$ cat config.mk
export PLATFORM = sky130hd
export DESIGN_NAME = mode_word_input_decoder
export DESIGN_NICKNAME = d
export VERILOG_FILES = /design/src/inc/mode_word_pkg.sv /design/src/hw/mode_word_input_decoder.sv
export VERILOG_INCLUDE_DIRS = /design/src /design/src/inc
export SDC_FILE = /design/constraint.sdc
export NUM_CORES = 1
export LEC_CHECK = 0
export BUFFER_PORTS_ARGS = -buffer_cell sky130_fd_sc_hd__buf_2
export CORE_MARGIN = 2
export CORE_UTILIZATION = 44
export DETAILED_ROUTE_END_ITERATION = 8
export PLACE_DENSITY = 0.7
export SLEW_MARGIN = 40
export SYNTH_ARGS = -nofsm -noshare
export SYNTH_HDL_FRONTEND = slang
export SYNTH_SLANG_ARGS = --single-unit
$ cat constraint.sdc
create_clock -name clk_i -period 4.03 [get_ports clk_i]
set_input_delay 0.806 -clock clk_i [delete_from_list [all_inputs] [get_ports clk_i]]
set_output_delay 0.806 -clock clk_i [all_outputs]
set_load 0.005 [all_outputs]
$ cat src/inc/mode_word_map.svh
// offsets, field positions, reset values and data bit numbers of the mode word decoder
`ifndef MODE_WORD_MAP_SVH
`define MODE_WORD_MAP_SVH

// register byte addresses
`define MW_CTRL_ADDR 8'h00
`define MW_STATUS_ADDR 8'h04
`define MW_WORD_ADDR 8'h08

// control register fields
`define MW_CTRL_QUERY 0
`define MW_CTRL_REMOTE 1
`define MW_CTRL_RECALL 2
`define MW_CTRL_RESET 32'h0000_0000

// status register fields
`define MW_ST_POWER 0
`define MW_ST_DRIVE_LO 4
`define MW_ST_OSH_LO 8
`define MW_ST_FILL_LO 12
`define MW_ST_SUPPLY 16

// data bit numbering: shift register index = data bit - base
`define MW_DATA_BIT_BASE 16
`define MW_RESET_BIT 18
`define MW_POWER_BIT 36
`define MW_LATCH_LO 8
`define MW_IDENT_VALUE 4'h3

// fields inside the latched section
`define MW_DRIVE_LO 0
`define MW_OSH_LO 3

`define MW_POWER_RESET 1'b1

`endif

$ cat src/inc/mode_word_pkg.sv
// types shared by the mode word decoder
package mode_word_pkg;

   typedef enum logic [1:0] {
      SRC_AUX,
      SRC_REVERTIVE,
      SRC_HIGHWAY,
      SRC_RECALL
   } source_type;

   typedef struct packed {
      logic reset_req;
      logic power_level;
      logic power_load;
      logic state_load;
      logic [2:0] drive_state;
      logic [2:0] osh_state;
   } mode_record_type;

   typedef struct packed {
      logic aux_n;
      logic revertive_n;
      logic highway_n;
      logic recall_n;
   } serial_in_type;

endpackage : mode_word_pkg

$ cat src/hw/mode_word_input_decoder.sv
// receive-side mode word decoder with wishbone registers and output buffer
//
// The Wishbone register port and the register offsets were left to the implementer.
`include "mode_word_map.svh"

// Overview of operation
// pick data source from status selection
// shift selected data into 32-bit register
// mode circuits capture only on ident pulse
// latched section copies shift stages every cycle
// latched outputs driven only while enabled
// ident pulse when ident matches at strobe
// ident pulse enables latched section outputs
// reset bit passes ident pulse to reset
// query or remote-in allows mode loading
// recall or aux source blocks mode updates
// supply fail blocks drive and standby updates
// power level loaded from data bit 36
// all logic synchronous, strobes one cycle
module mode_word_input_decoder #(
   parameter int unsigned FIFO_DEPTH = 2
) (
   input wire logic clk_i,
   input wire logic rst_i,
   // wishbone classic slave
   input wire logic cyc_i,
   input wire logic stb_i,
   input wire logic we_i,
   input wire logic [7:0] adr_i,
   input wire logic [3:0] sel_i,
   input wire logic [31:0] dat_i,
   output logic [31:0] dat_o,
   output logic ack_o,
   // serial display data, inverted, one line per source
   input wire mode_word_pkg::serial_in_type serial_i,
   input wire logic shift_strobe_i,
   output logic shift_ready_o,
   input wire logic display_strobe_i,
   input wire logic supply_fail_i,
   // storage-latch section parallel outputs
   output logic [7:0] latch_q_o,
   output logic latch_oe_n_o,
   output logic reset_pulse_o,
   output logic power_level_o,
   output logic [2:0] drive_state_o,
   output logic [2:0] osh_state_o,
   // buffered mode records towards the receiver
   output mode_word_pkg::mode_record_type mode_o,
   output logic mode_valid_o,
   input wire logic mode_ready_i
);

   localparam int unsigned PTR_W = (FIFO_DEPTH > 1) ? $clog2(FIFO_DEPTH) : 1;
   localparam int unsigned CNT_W = $clog2(FIFO_DEPTH + 1);

   function automatic int unsigned data_index(input int unsigned bit_num);
      return bit_num - `MW_DATA_BIT_BASE;
   endfunction : data_index

   logic [31:0] ctrl;
   logic [31:0] input_shift;
   logic [3:0] ident_field_register;
   logic [7:0] latched_shift_section;
   logic power_level_flop;
   logic [2:0] drive_state;
   logic [2:0] osh_state;
   mode_word_pkg::mode_record_type fifo_mem [FIFO_DEPTH];
   logic [PTR_W-1:0] wr_ptr;
   logic [PTR_W-1:0] rd_ptr;
   logic [CNT_W-1:0] fill;

   // source selection
   wire logic query_sel = ctrl[`MW_CTRL_QUERY];
   wire logic remote_sel = ctrl[`MW_CTRL_REMOTE];
   wire logic recall_sel = ctrl[`MW_CTRL_RECALL];
   mode_word_pkg::source_type source;
   // recall takes priority because the button overrides any held status
   assign source = recall_sel ? mode_word_pkg::SRC_RECALL :
                   remote_sel ? mode_word_pkg::SRC_HIGHWAY :
                   query_sel ? mode_word_pkg::SRC_REVERTIVE :
                   mode_word_pkg::SRC_AUX;
   logic selected_n;
   always_comb begin
      unique case (source)
         mode_word_pkg::SRC_AUX: selected_n = serial_i.aux_n;
         mode_word_pkg::SRC_REVERTIVE: selected_n = serial_i.revertive_n;
         mode_word_pkg::SRC_HIGHWAY: selected_n = serial_i.highway_n;
         mode_word_pkg::SRC_RECALL: selected_n = serial_i.recall_n;
      endcase
   end
   wire logic serial_bit = ~selected_n;

   // buffer state and handshakes
   wire logic fifo_full = (fill == CNT_W'(FIFO_DEPTH));
   wire logic fifo_empty = (fill == '0);
   assign shift_ready_o = ~fifo_full;
   wire logic shift_take = shift_strobe_i & ~fifo_full;
   wire logic strobe_take = display_strobe_i & ~fifo_full;

   // ident detection and gating
   wire logic ident_match = (ident_field_register == `MW_IDENT_VALUE);
   wire logic ident_pulse = strobe_take & ident_match;
   wire logic status_qualify_gate = (query_sel | remote_sel) &
                                    ~recall_sel;
   wire logic update_enable_gate = ident_pulse & status_qualify_gate;
   wire logic state_enable = update_enable_gate & ~supply_fail_i;
   wire logic reset_bit = input_shift[data_index(`MW_RESET_BIT)];
   wire logic reset_bit_gate = ident_pulse & reset_bit;
   wire logic power_bit = input_shift[data_index(`MW_POWER_BIT)];
   wire logic [2:0] next_drive =
      latched_shift_section[`MW_DRIVE_LO +: 3];
   wire logic [2:0] next_osh = latched_shift_section[`MW_OSH_LO +: 3];
   wire logic push = ident_pulse;
   wire logic pop = mode_valid_o & mode_ready_i;

   mode_word_pkg::mode_record_type next_record;
   assign next_record = '{reset_req: reset_bit_gate,
                          power_level: power_bit,
                          power_load: update_enable_gate,
                          state_load: state_enable,
                          drive_state: next_drive,
                          osh_state: next_osh};

   // the latch copies what the stages take at this edge, as a transparent
   // latch would, so a strobe right after the last shift sees the new bits
   wire logic [31:0] next_shift = {input_shift[30:0], serial_bit};
   wire logic [31:0] stage_value = shift_take ? next_shift : input_shift;

   // shift chain: serial bit enters at index 0, ident field sits beyond bit 31
   always_ff @(posedge clk_i) begin
      if (rst_i) begin
         input_shift <= 32'h0000_0000;
         ident_field_register <= 4'h0;
      end else if (shift_take) begin
         input_shift <= next_shift;
         ident_field_register <= {ident_field_register[2:0],
                                  input_shift[31]};
      end
   end

   // storage latch strobe is tied high, so it follows the stages every clock
   always_ff @(posedge clk_i) begin
      if (rst_i) begin
         latched_shift_section <= 8'h00;
      end else begin
         latched_shift_section <= stage_value[`MW_LATCH_LO +: 8];
      end
   end

   assign latch_q_o = latched_shift_section;
   // the enable follows the ident pulse; outside it the pins are released
   assign latch_oe_n_o = ~ident_pulse;

   // mode circuits load only on a qualified ident pulse
   always_ff @(posedge clk_i) begin
      if (rst_i) begin
         power_level_flop <= `MW_POWER_RESET;
         drive_state <= 3'h0;
         osh_state <= 3'h0;
      end else begin
         if (update_enable_gate) begin
            power_level_flop <= power_bit;
         end
         if (state_enable) begin
            drive_state <= next_drive;
            osh_state <= next_osh;
         end
      end
   end

   always_ff @(posedge clk_i) begin
      if (rst_i) begin
         reset_pulse_o <= 1'b0;
      end else begin
         reset_pulse_o <= reset_bit_gate;
      end
   end

   assign power_level_o = power_level_flop;
   assign drive_state_o = drive_state;
   assign osh_state_o = osh_state;

   // FIFO_DEPTH-entry record buffer (two by default); a full buffer stalls shifting and strobes
   always_ff @(posedge clk_i) begin
      if (push) begin
         fifo_mem[wr_ptr] <= next_record;
      end
   end

   always_ff @(posedge clk_i) begin
      if (rst_i) begin
         wr_ptr <= '0;
         rd_ptr <= '0;
         fill <= '0;
      end else begin
         if (push) begin
            wr_ptr <= (wr_ptr == PTR_W'(FIFO_DEPTH - 1)) ? '0 : wr_ptr + 1'b1;
         end
         if (pop) begin
            rd_ptr <= (rd_ptr == PTR_W'(FIFO_DEPTH - 1)) ? '0 : rd_ptr + 1'b1;
         end
         fill <= fill + CNT_W'(push) - CNT_W'(pop);
      end
   end

   assign mode_valid_o = ~fifo_empty;
   assign mode_o = fifo_empty ? '0 : fifo_mem[rd_ptr];

   // wishbone slave: one wait state, ack drops after one cycle
   wire logic bus_req = cyc_i & stb_i & ~ack_o;
   wire logic hit_ctrl = (adr_i == `MW_CTRL_ADDR);
   wire logic hit_status = (adr_i == `MW_STATUS_ADDR);
   wire logic hit_word = (adr_i == `MW_WORD_ADDR);
   wire logic ctrl_write = bus_req & we_i & hit_ctrl;

   logic [31:0] status_word;
   always_comb begin
      status_word = 32'h0000_0000;
      status_word[`MW_ST_POWER] = power_level_flop;
      status_word[`MW_ST_DRIVE_LO +: 3] = drive_state;
      status_word[`MW_ST_OSH_LO +: 3] = osh_state;
      status_word[`MW_ST_FILL_LO +: CNT_W] = fill;
      status_word[`MW_ST_SUPPLY] = supply_fail_i;
   end

   logic [31:0] read_word;
   assign read_word = hit_ctrl ? ctrl :
                      hit_status ? status_word :
                      hit_word ? input_shift : 32'h0000_0000;

   always_ff @(posedge clk_i) begin
      if (rst_i) begin
         ctrl <= `MW_CTRL_RESET;
      end else if (ctrl_write) begin
         for (int i = 0; i < 4; i++) begin
            if (sel_i[i]) begin
               ctrl[i*8 +: 8] <= dat_i[i*8 +: 8] & ((i == 0) ? 8'h07 : 8'h00);
            end
         end
      end
   end

   always_ff @(posedge clk_i) begin
      if (rst_i) begin
         ack_o <= 1'b0;
         dat_o <= 32'h0000_0000;
      end else begin
         ack_o <= bus_req;
         dat_o <= (bus_req & ~we_i) ? read_word : 32'h0000_0000;
      end
   end

   // checks
   chk_ident_needs_match: assert property (
      @(posedge clk_i) disable iff (rst_i)
      ~latch_oe_n_o |-> ident_match && display_strobe_i)
      else $error("latch enabled without matching ident at strobe");

   chk_oe_follows_ident: assert property (
      @(posedge clk_i) disable iff (rst_i)
      (display_strobe_i && ident_match && !fifo_full) |-> !latch_oe_n_o)
      else $error("ident pulse did not enable latch outputs");

   chk_latch_tracks_shift: assert property (
      @(posedge clk_i) disable iff (rst_i)
      latch_q_o == input_shift[15:8])
      else $error("latched section not copying shift stages");

   chk_reset_pulse_cause: assert property (
      @(posedge clk_i) disable iff (rst_i)
      reset_pulse_o |-> $past(!latch_oe_n_o) && $past(input_shift[2]))
      else $error("reset pulse without ident and reset bit");

   chk_reset_bit_passes: assert property (
      @(posedge clk_i) disable iff (rst_i)
      (!latch_oe_n_o && input_shift[2]) |=> reset_pulse_o)
      else $error("reset bit set but no reset pulse");

   chk_power_loads_bit: assert property (
      @(posedge clk_i) disable iff (rst_i)
      (!latch_oe_n_o && (query_sel || remote_sel) && !recall_sel) |=>
      power_level_o == $past(input_shift[20]))
      else $error("power level not loaded from data bit 36");

   chk_state_loads_latch: assert property (
      @(posedge clk_i) disable iff (rst_i)
      (!latch_oe_n_o && (query_sel || remote_sel) && !recall_sel &&
       !supply_fail_i) |=>
      drive_state_o == $past(latch_q_o[2:0]) &&
      osh_state_o == $past(latch_q_o[5:3]))
      else $error("mode states not loaded from latched section");

   chk_recall_blocks_load: assert property (
      @(posedge clk_i) disable iff (rst_i)
      (recall_sel || !(query_sel || remote_sel)) |=>
      $stable(power_level_o) && $stable(drive_state_o))
      else $error("mode circuits updated under recall or aux source");

   chk_supply_fail_holds: assert property (
      @(posedge clk_i) disable iff (rst_i)
      supply_fail_i |=>
      $stable(drive_state_o) && $stable(osh_state_o))
      else $error("state changed while supply failed");

   chk_state_only_on_ident: assert property (
      @(posedge clk_i) disable iff (rst_i)
      latch_oe_n_o |=>
      $stable(drive_state_o) && $stable(osh_state_o) &&
      $stable(power_level_o))
      else $error("mode circuit changed without ident pulse");

   chk_shift_moves_in: assert property (
      @(posedge clk_i) disable iff (rst_i)
      (shift_strobe_i && shift_ready_o) |=>
      input_shift[0] == $past(~selected_n))
      else $error("selected bit not shifted in");

   chk_shift_holds_idle: assert property (
      @(posedge clk_i) disable iff (rst_i)
      !(shift_strobe_i && shift_ready_o) |=> $stable(input_shift))
      else $error("shift register moved without a taken strobe");

   chk_ident_field_fed: assert property (
      @(posedge clk_i) disable iff (rst_i)
      (shift_strobe_i && shift_ready_o) |=>
      ident_field_register ==
      {$past(ident_field_register[2:0]), $past(input_shift[31])})
      else $error("ident field not fed from the last shift stage");

   chk_recall_line_used: assert property (
      @(posedge clk_i) disable iff (rst_i)
      recall_sel |-> selected_n == serial_i.recall_n)
      else $error("recall selected but another line used");

   chk_remote_line_used: assert property (
      @(posedge clk_i) disable iff (rst_i)
      (remote_sel && !recall_sel) |-> selected_n == serial_i.highway_n)
      else $error("remote-in selected but another line used");

   chk_query_line_used: assert property (
      @(posedge clk_i) disable iff (rst_i)
      (query_sel && !remote_sel && !recall_sel) |->
      selected_n == serial_i.revertive_n)
      else $error("query selected but another line used");

   chk_aux_line_used: assert property (
      @(posedge clk_i) disable iff (rst_i)
      (!query_sel && !remote_sel && !recall_sel) |->
      selected_n == serial_i.aux_n)
      else $error("no status held but aux line not used");

   chk_record_pushed: assert property (
      @(posedge clk_i) disable iff (rst_i)
      !latch_oe_n_o |=> mode_valid_o)
      else $error("ident pulse left no record in the buffer");

   chk_full_stalls: assert property (
      @(posedge clk_i) disable iff (rst_i)
      fifo_full |-> !shift_ready_o && latch_oe_n_o)
      else $error("full buffer did not stall the block");

endmodule : mode_word_input_decoder

Word-level counts from Yosys, hierarchy flattened
Memories as Yosys holds them, arrays and structs flattened. A register that Yosys moved wholly into a read port is not among the register bits.
Cells that the tools add are included.
{"block": "word_totals", "inputBits": 57, "out_inout_bits": 62, "mem_count": 1, "reg_bits": 84, "ramBits": 20, "elab_cells": 73}
{"block": "op_classes", "reduce_logical": 7, "n_eq_ne": 7, "bitwise": 24, "muxes": 15, "add_sub_neg": 4}
{"name": "fifo_mem", "depth": 2, "width": 10, "read_ports": 1, "rd_ports_with_merged_regs": 1, "write_ports": 1, "line": "mode_word_input_decoder.sv:67", "source": "mode_word_pkg::mode_record_type fifo_mem [FIFO_DEPTH];"}
{"operator": "17-bit two-way mux", "n": 2}
{"operator": "16-bit two-way mux", "n": 1}
{"operator": "1-bit AND", "n": 13}
{"operator": "10-bit two-way mux", "n": 1}
{"operator": "1-bit inverter", "n": 10}
{"operator": "8-bit by 3-bit == test with 1-bit output, second input constant", "n": 1}
{"operator": "8-bit by 4-bit == test with 1-bit output, second input constant", "n": 1}
{"operator": "8-bit logical NOT", "n": 1}
{"operator": "1-bit two-way mux", "n": 7}
{"operator": "2-bit == test, second input constant", "n": 3}
{"operator": "5-bit OR reduction", "n": 1}
{"operator": "4-bit by 2-bit == test with 1-bit output, second input constant", "n": 1}
{"operator": "2-bit logical NOT", "n": 2}
{"operator": "2-bit two-way mux", "n": 2}
{"operator": "1-bit case mux with 4 select lines", "n": 1}
{"operator": "3-bit two-way mux", "n": 1}
{"operator": "3-bit OR reduction", "n": 1}
{"operator": "1-bit adder, second input constant", "n": 2}
{"operator": "2-bit by 1-bit adder with 2-bit output", "n": 1}
{"operator": "2-bit by 1-bit == test with 1-bit output, second input constant", "n": 1}
{"operator": "2-bit AND reduction", "n": 1}
{"operator": "2-bit OR reduction", "n": 1}
{"operator": "2-bit by 1-bit subtractor with 2-bit output", "n": 1}
{"operator": "1-bit bitwise OR", "n": 1}

Longest topological paths before layout
Gate-level depths: netlist of the first run.
{"block": "logic_depth", "word_depth": 7, "ltp_mapped": 8, "ltp_nobuf": 8}

Worst setup path after synthesis of the first run
No wires, ideal clock.
{"block": "synth_timing", "kind": "in2reg", "start": "input mode_ready_i", "end": "register fill[1]", "n_path_buf": 0, "setup_time_ns": 0.128, "slack_ns": 2.153, "required_time_ns": 3.902, "cell_stages": 7, "arrival_time_ns": 1.750, "cell_sequence": "nor2b_1 ha_1 inv_1 ha_1 xor2_1 xnor2_1 nor2_1"}
{"block": "synth_via", "elab_chain_len": 2}
{"item": "start, declared", "line": "mode_word_input_decoder.sv:50", "source": "input wire logic mode_ready_i"}
{"item": "1-bit AND", "line": "mode_word_input_decoder.sv:114", "source": "wire logic pop = mode_valid_o & mode_ready_i;"}
{"item": "2-bit by 1-bit subtractor with 2-bit output", "line": "mode_word_input_decoder.sv:202", "source": "fill <= fill + CNT_W'(push) - CNT_W'(pop);"}
{"item": "end signal, assigned", "line": "mode_word_input_decoder.sv:202"}
{"item": "end, declared", "line": "mode_word_input_decoder.sv:70", "source": "logic [CNT_W-1:0] fill;"}
No other way between the ends.
A chain may end at the register's enable or synchronous reset.

==> results of run 1 <==
## sequential cells by signal (all words and copies together) (netlist names), 2 cells and up, named ones only
signal,count
latch_q_o,8
ident_field_register,4
fill,2
ctrl,3
fifo_mem,20
drive_state_o,3
input_shift,24
osh_state_o,3
dat_o,32
## stage by stage
stage	util [%]	hold WS, ns
2_1_floorplan	-	0.4320
3_3_place_gp	51.09	0.4377
3_5_place_dp	51.14	0.4498
4_1_cts	53.38	0.4626
5_1_grt	53.47	0.4781
6_report	53.47	0.4601
## power by group through the flow
| stage | clock network, W | logic (W) | registers (W) |
|---|---|---|---|
| 6_report | 0.000617 | 0.000298 | 0.00111 |
| 5_1_grt | 0.000679 | 0.000336 | 0.00112 |
| 4_1_cts | 0.000632 | 0.000302 | 0.00111 |
| 3_5_place_dp | 0 | 0.000301 | 0.00114 |
| 3_3_place_gp | 0 | 0.000294 | 0.00114 |
| 2_1_floorplan | 0 | 0.000196 | 0.00112 |
## worst paths after layout
check	from	end	slack [ns]	cells after the start
worst max-delay path	flop	mode_o[2]	1.71	3
worst min-delay path	ident_field_register[3]$_SDFFE_PP0N_	ident_field_register[3]$_SDFFE_PP0N_	0.46	2
worst max register to register	fill[1]$_SDFF_PP0_	fill[1]$_SDFF_PP0_	2.03	8
worst min register to register	ident_field_register[3]$_SDFFE_PP0N_	ident_field_register[3]$_SDFFE_PP0N_	0.46	2
## worst register-to-register path: stages (launching register included)
cell	delay [ns]
dfxtp_1	0.37
nor2_2	0.42
nor2b_1	0.21
ha_1	0.32
inv_1	0.04
ha_1	0.17
xor2_1	0.16
xnor2_1	0.14
nor2_1	0.05
## per-layer routing
layer	global-route usage [%]	share of wire (%)	vias up
met5	0	0	-
met4	6.501	0.84	0
met3	3.022	4.8	4
met2	25.11	47	72
met1	23.13	48	1319
li1	-	-	1393
## logic make-up (layout without fill, tap and decap cells)
group | Yosys count | in the layout | synth area share, %
AOI/OAI and AO/OA | 54 | 54 | 8.530
xor gates and xnor gates | 4 | 4 | 0.9188
adders and majority gates | 2 | 2 | 0.6561
buffers and inverters | 39 | 112 | 4.823
DFF | 105 | 105 | 60.37
muxes | 16 | 16 | 4.199
and+or+nand+nor | 159 | 159 | 20.51
## cell type report
class | count | area, um^2
tap | 105 | 131.4
timing repair buffer | 89 | 452.9
clock inverter | 6 | 58.81
inverter | 7 | 26.28
fill | 742 | 3861
sequential | 105 | 2302
multi-input combinational | 235 | 1339
clock buffer | 10 | 127.6
## cells in the final DEF, fill, tap and decap left out, types with 2 or more instances in the layout
master     synthesis  final
a21oi_1           36     36
edfxtp_1          20     20
a22oi_1            9      9
nor3_1             6      6
a2111oi_0          2      2
inv_1              7      7
nor2_2             0      3
xnor2_1            3      3
ha_1               2      2
a31o_1             6      6
nor2b_1            7      7
nand2b_1           2      2
buf_2              6     86
buf_4              8      3
clkbuf_8           0      9
mux2i_1           16     16
clkinv_1           0      2
and2_1            21     20
nor2_1            34     31
dfxtp_1           85     85
nor4b_1            7      7
nand2_1           71     70
==> summary.txt, run 1 <==
Period utilization: 57.46%
Antenna viol nets, final: 0
Die span in x: 97.10 um
Inserted Clock Buffers: 9
Yosys top cell area share: 44.62%
Post-synth top cells: 85 x dfxtp_1, 71 x nand2_1, 36 x a21oi_1, 34 x nor2_1, 21 x and2_1
Placed cells: 541
Worst skew pair latency: 0.35 ns
Peak supply drop: 0.0002189 V
Vias in the first global route: 2550
# Max-Cap Violations: 0
Nets@finish: 506
Mapped Area: 0.003814 mm^2
Placed Area: 0.004244 mm^2
Clk_skew: 0.008703 ns
Vias post-DR: 2788
Switch share: 26.42%
Cell chain of the critical path: mux2i_1 > nor2_1 > buf_2
Crit-path max FO: 10
Status: complete, no violations
Final non-filler cell total: 557
Clk root buf: clkbuf_8
Post-route cell area: 0.004438 mm^2
Final Total Pwr: 0.002028 W
FMAX: 0.4318 GHz
Antenna cells: 0
Syn_area_per_cell: 10.06 um^2
Synth area leaders: dfxtp_1 45%, edfxtp_1 16%, nand2_1 7.0%, a21oi_1 4.7%, mux2i_1 4.2%
Synth Register Bits: 105
Drt first pass iters: 4
Global-route wire length before repair: 12590 um
PwrDens: 457.0 mW/mm^2
RSZ-0062 raised after global routing: no
Largest net degree at the start of global routing: 55
Netlist cell types: 34
Combinational share of power: 14.7%
Number of enable flip-flop cells after synthesis: 20
H-Tree Depth: 3
Synth Flop Type: dfxtp_1
Die H: 97.10 um
Post-DP HPWL: 5109 um
Internal power: 0.001492 W
Setup ws final: 1.714 ns
Crit path buffers/inverters: 1
Yosys Warn Count: 0
Total GRT Usage: 16.42%
Post-Route Setup TNS: 0 ns
# DRC: 0
CP arrival: 1.51 ns
Slew @ Worst Pin: 0.7567 ns
DRT iter0 DRCs: 148
Delay-heaviest family, CP: flip-flops
Longest Clk Path Bufs: 2
Fin. Hold Viols: 0
Hold Crit Class: reg2reg
Clk sink count: 105
Sequential area share after synthesis: 60.37%
Cts hold-fix bufs: 0
Slew HR: 49.45%
Area growth, synth to finish: 16.37%
Lkg Pwr: 1.758 nW
DR WL/cell: 13.48 um
Starting Density: 45.95%
CP Class: reg2out
Power share of the clock group: 30.4%
Setup violators final: 0
Rows: 33
Slew Limit Fails: 0
Crit start category: flop
I/O pin count: 119
CTS clk-pin slew, worst paths: 0.09 ns
Full die area: 0.009428 mm^2
Via/cell ratio: 5.005
Sequential Power Share: 54.9%
Slowest cell on crit path: dfxtp_1
Area leader, netlist: dfxtp_1
Slowest stage delay, CP: 0.70 ns
Routability cong.: 0.7472
Postcts setup bufs: 0
TritonCTS clock tree: built
Syn nets: 438
Final WL: 7509 um
CP Capture Type: primary output
Core Box Area: 0.008299 mm^2
Total grt overflow: 0
Final min period: 2.316 ns
Count leader, synth: dfxtp_1
NetSw: 0.0005358 W
Mapped Cells: 379
IO Port Bufs: 86
Fraction of registers with async set/reset: 0%
Initial antenna violation count: 0
Post-cts sizing count: 0
CP required: 3.22 ns
Share of layout cells above drive strength 1: 24.34%
Post-Place Setup Slack: 1.389 ns
(Power assumes the default switching activity.)
==> run 2, diff against run 1 <==
- PLACE_DENSITY: 0.7 -> 0.73
- clock period: 4.03 -> 1.85 ns (I/O delays scaled with it)
==> run 2 against run 1 <==
Compared with the run above: sequential power increased by 120%; combinational power is 140% higher; clock skew decreased by 0.0014 ns; utilization is 0.83 points higher; register-to-register slack worse by 1.9 ns; wire length rose by 1.6%; worst setup slack lost 1.6 ns; via count up 1.6%; final cell count grew 2.0%; non-clock buffer count grew 11; critical path type unchanged.
==> summary.txt, run 2 (synthesis gave the netlist of run 1 again) <==
Total GRT Usage: 16.50%
CP Capture Type: primary output
Cts hold-fix bufs: 0
Clk root buf: clkbuf_8
Min-Delay Path Depth: 3
Nets@finish: 517
Rows: 33
Largest net degree at the start of global routing: 55
Final min period: 1.763 ns
Vias in the first global route: 2612
Status: complete, no violations
Post-cts sizing count: 0
H-Tree Depth: 3
Total grt overflow: 0
Period utilization: 95.32%
Routability cong.: 0.7525
Worst R2R Path Depth: 8
Fin. Hold Viols: 0
Biggest regs: dat_o (32), input_shift (24), fifo_mem (20)
DRT iter0 DRCs: 162
Clk sink count: 105
Final WL: 7630 um
Drt first pass iters: 4
Share of layout cells above drive strength 1: 25.70%
Register Area: 0.002302 mm^2
Starting Density: 45.95%
FMAX: 0.5671 GHz
Die H: 97.10 um
Peak supply drop: 0.0004121 V
Longest Clk Path Bufs: 2
DR WL/cell: 13.43 um
Crit start category: flop
Die span in x: 97.10 um
Post-Route Setup TNS: 0 ns
Core Box Area: 0.008299 mm^2
Inserted Clock Buffers: 9
TritonCTS clock tree: built
Commonest non-fill, non-tap cell in the layout: buf_2
Post-Place Setup Slack: 0.09538 ns
Post-DP HPWL: 5280 um
IO Port Bufs: 86
I/O pin count: 119
Slew @ Worst Pin: 0.7182 ns
CP required: 1.48 ns
Worst skew pair latency: 0.37 ns
Postcts setup bufs: 0
Slew Limit Fails: 0
CP Class: reg2out
Layout fillers: 772
Hold Crit Class: in2reg
Multi-input combinational cell area: 0.001328 mm^2
Crit-path max FO: 6
# DRC: 0
Lkg Pwr: 1.815 nW
Area growth, synth to finish: 18.18%
Antenna cells: 0
Antenna viol nets, final: 0
CTS clk-pin slew, worst paths: 0.10 ns
Final Hold Slack: 0.2307 ns
Largest Register: dat_o
Largest register FFs: 32
Clk_skew: 0.007332 ns
Commonest cells after routing, fill and taps aside: 86 x buf_2, 85 x dfxtp_1, 71 x nand2_1
Setup violators final: 0
Via/cell ratio: 4.989
Global-route wire length before repair: 12580 um
Setup ws final: 0.08659 ns
Full die area: 0.009428 mm^2
CP arrival: 1.39 ns
RSZ-0062 raised after global routing: no
PwrDens: 981.3 mW/mm^2
Vias post-DR: 2834
Slew HR: 52.02%
# Max-Cap Violations: 0
Initial antenna violation count: 0
run 2: changes by cell type in the layout (fill, tap and decap cells not counted), moves of 2 or more:
| cell | delta |
|---|---|
| clkinv_1 | -2 |
| nor2_1 | +3 |
| clkinv_4 | +3 |
| nor2_2 | -3 |
| buf_4 | +11 |
run 2: routing by layer:
metal | up-vias | global-route usage, % | part of all wire, %
met3 | 5 | 3.094 | 5.0
met5 | - | 0 | 0
met2 | 82 | 25.96 | 49
met4 | 0 | 7.367 | 1.1
met1 | 1327 | 22.21 | 45
li1 | 1420 | - | -
run 2: worst max-delay path: stages (launching register included):
cell and delay (ns):
dfxtp_1 0.33, and4bb_1 0.31, nand3_4 0.09, buf_4 0.16, buf_2 0.13
run 2: power breakdown:
group	leakage [nW]	total, W	internal, W	switching [W]
sequential	0.823	0.00239	0.00236	0.0000300
combinational	0.896	0.000714	0.000314	0.000400
clock	0.0963	0.00132	0.000525	0.000796
run 2: final timing paths:
path	slack, ns	end	startpoint
setup / recovery	0.09	latch_oe_n_o	ident_field_register[2]$_SDFFE_PP0N_
hold / removal	0.23	ctrl[2]$_SDFFE_PP0P_	dat_i[2]
setup reg to reg	0.10	fill[1]$_SDFF_PP0_	ident_field_register[2]$_SDFFE_PP0N_
hold reg to reg	0.47	input_shift[24]$_SDFFE_PP0N_	input_shift[23]$_SDFFE_PP0N_
run 2: metrics by stage:
stage                     utilization [%]  std cells  total power [W]  cell area (um^2)
after CTS                           54.30        568         0.004470              4507
after floorplan                         -        379         0.002861              3814
after detailed placement            52.09        552         0.003165              4323
after global routing                54.30        568         0.004653              4507
after global placement              52.09        552         0.003145              4323
final                               54.30        568         0.004422              4507
run 2: final cells by class:
class / instances / share of cell area (%)
repair buffers: 100 / 11.88
well taps: 105 / 2.915
clock buffers: 10 / 2.915
multi-input cells: 235 / 29.46
flip-flops and latches: 105 / 51.08
clock inverters: 6 / 1.166
inverters: 7 / 0.5830
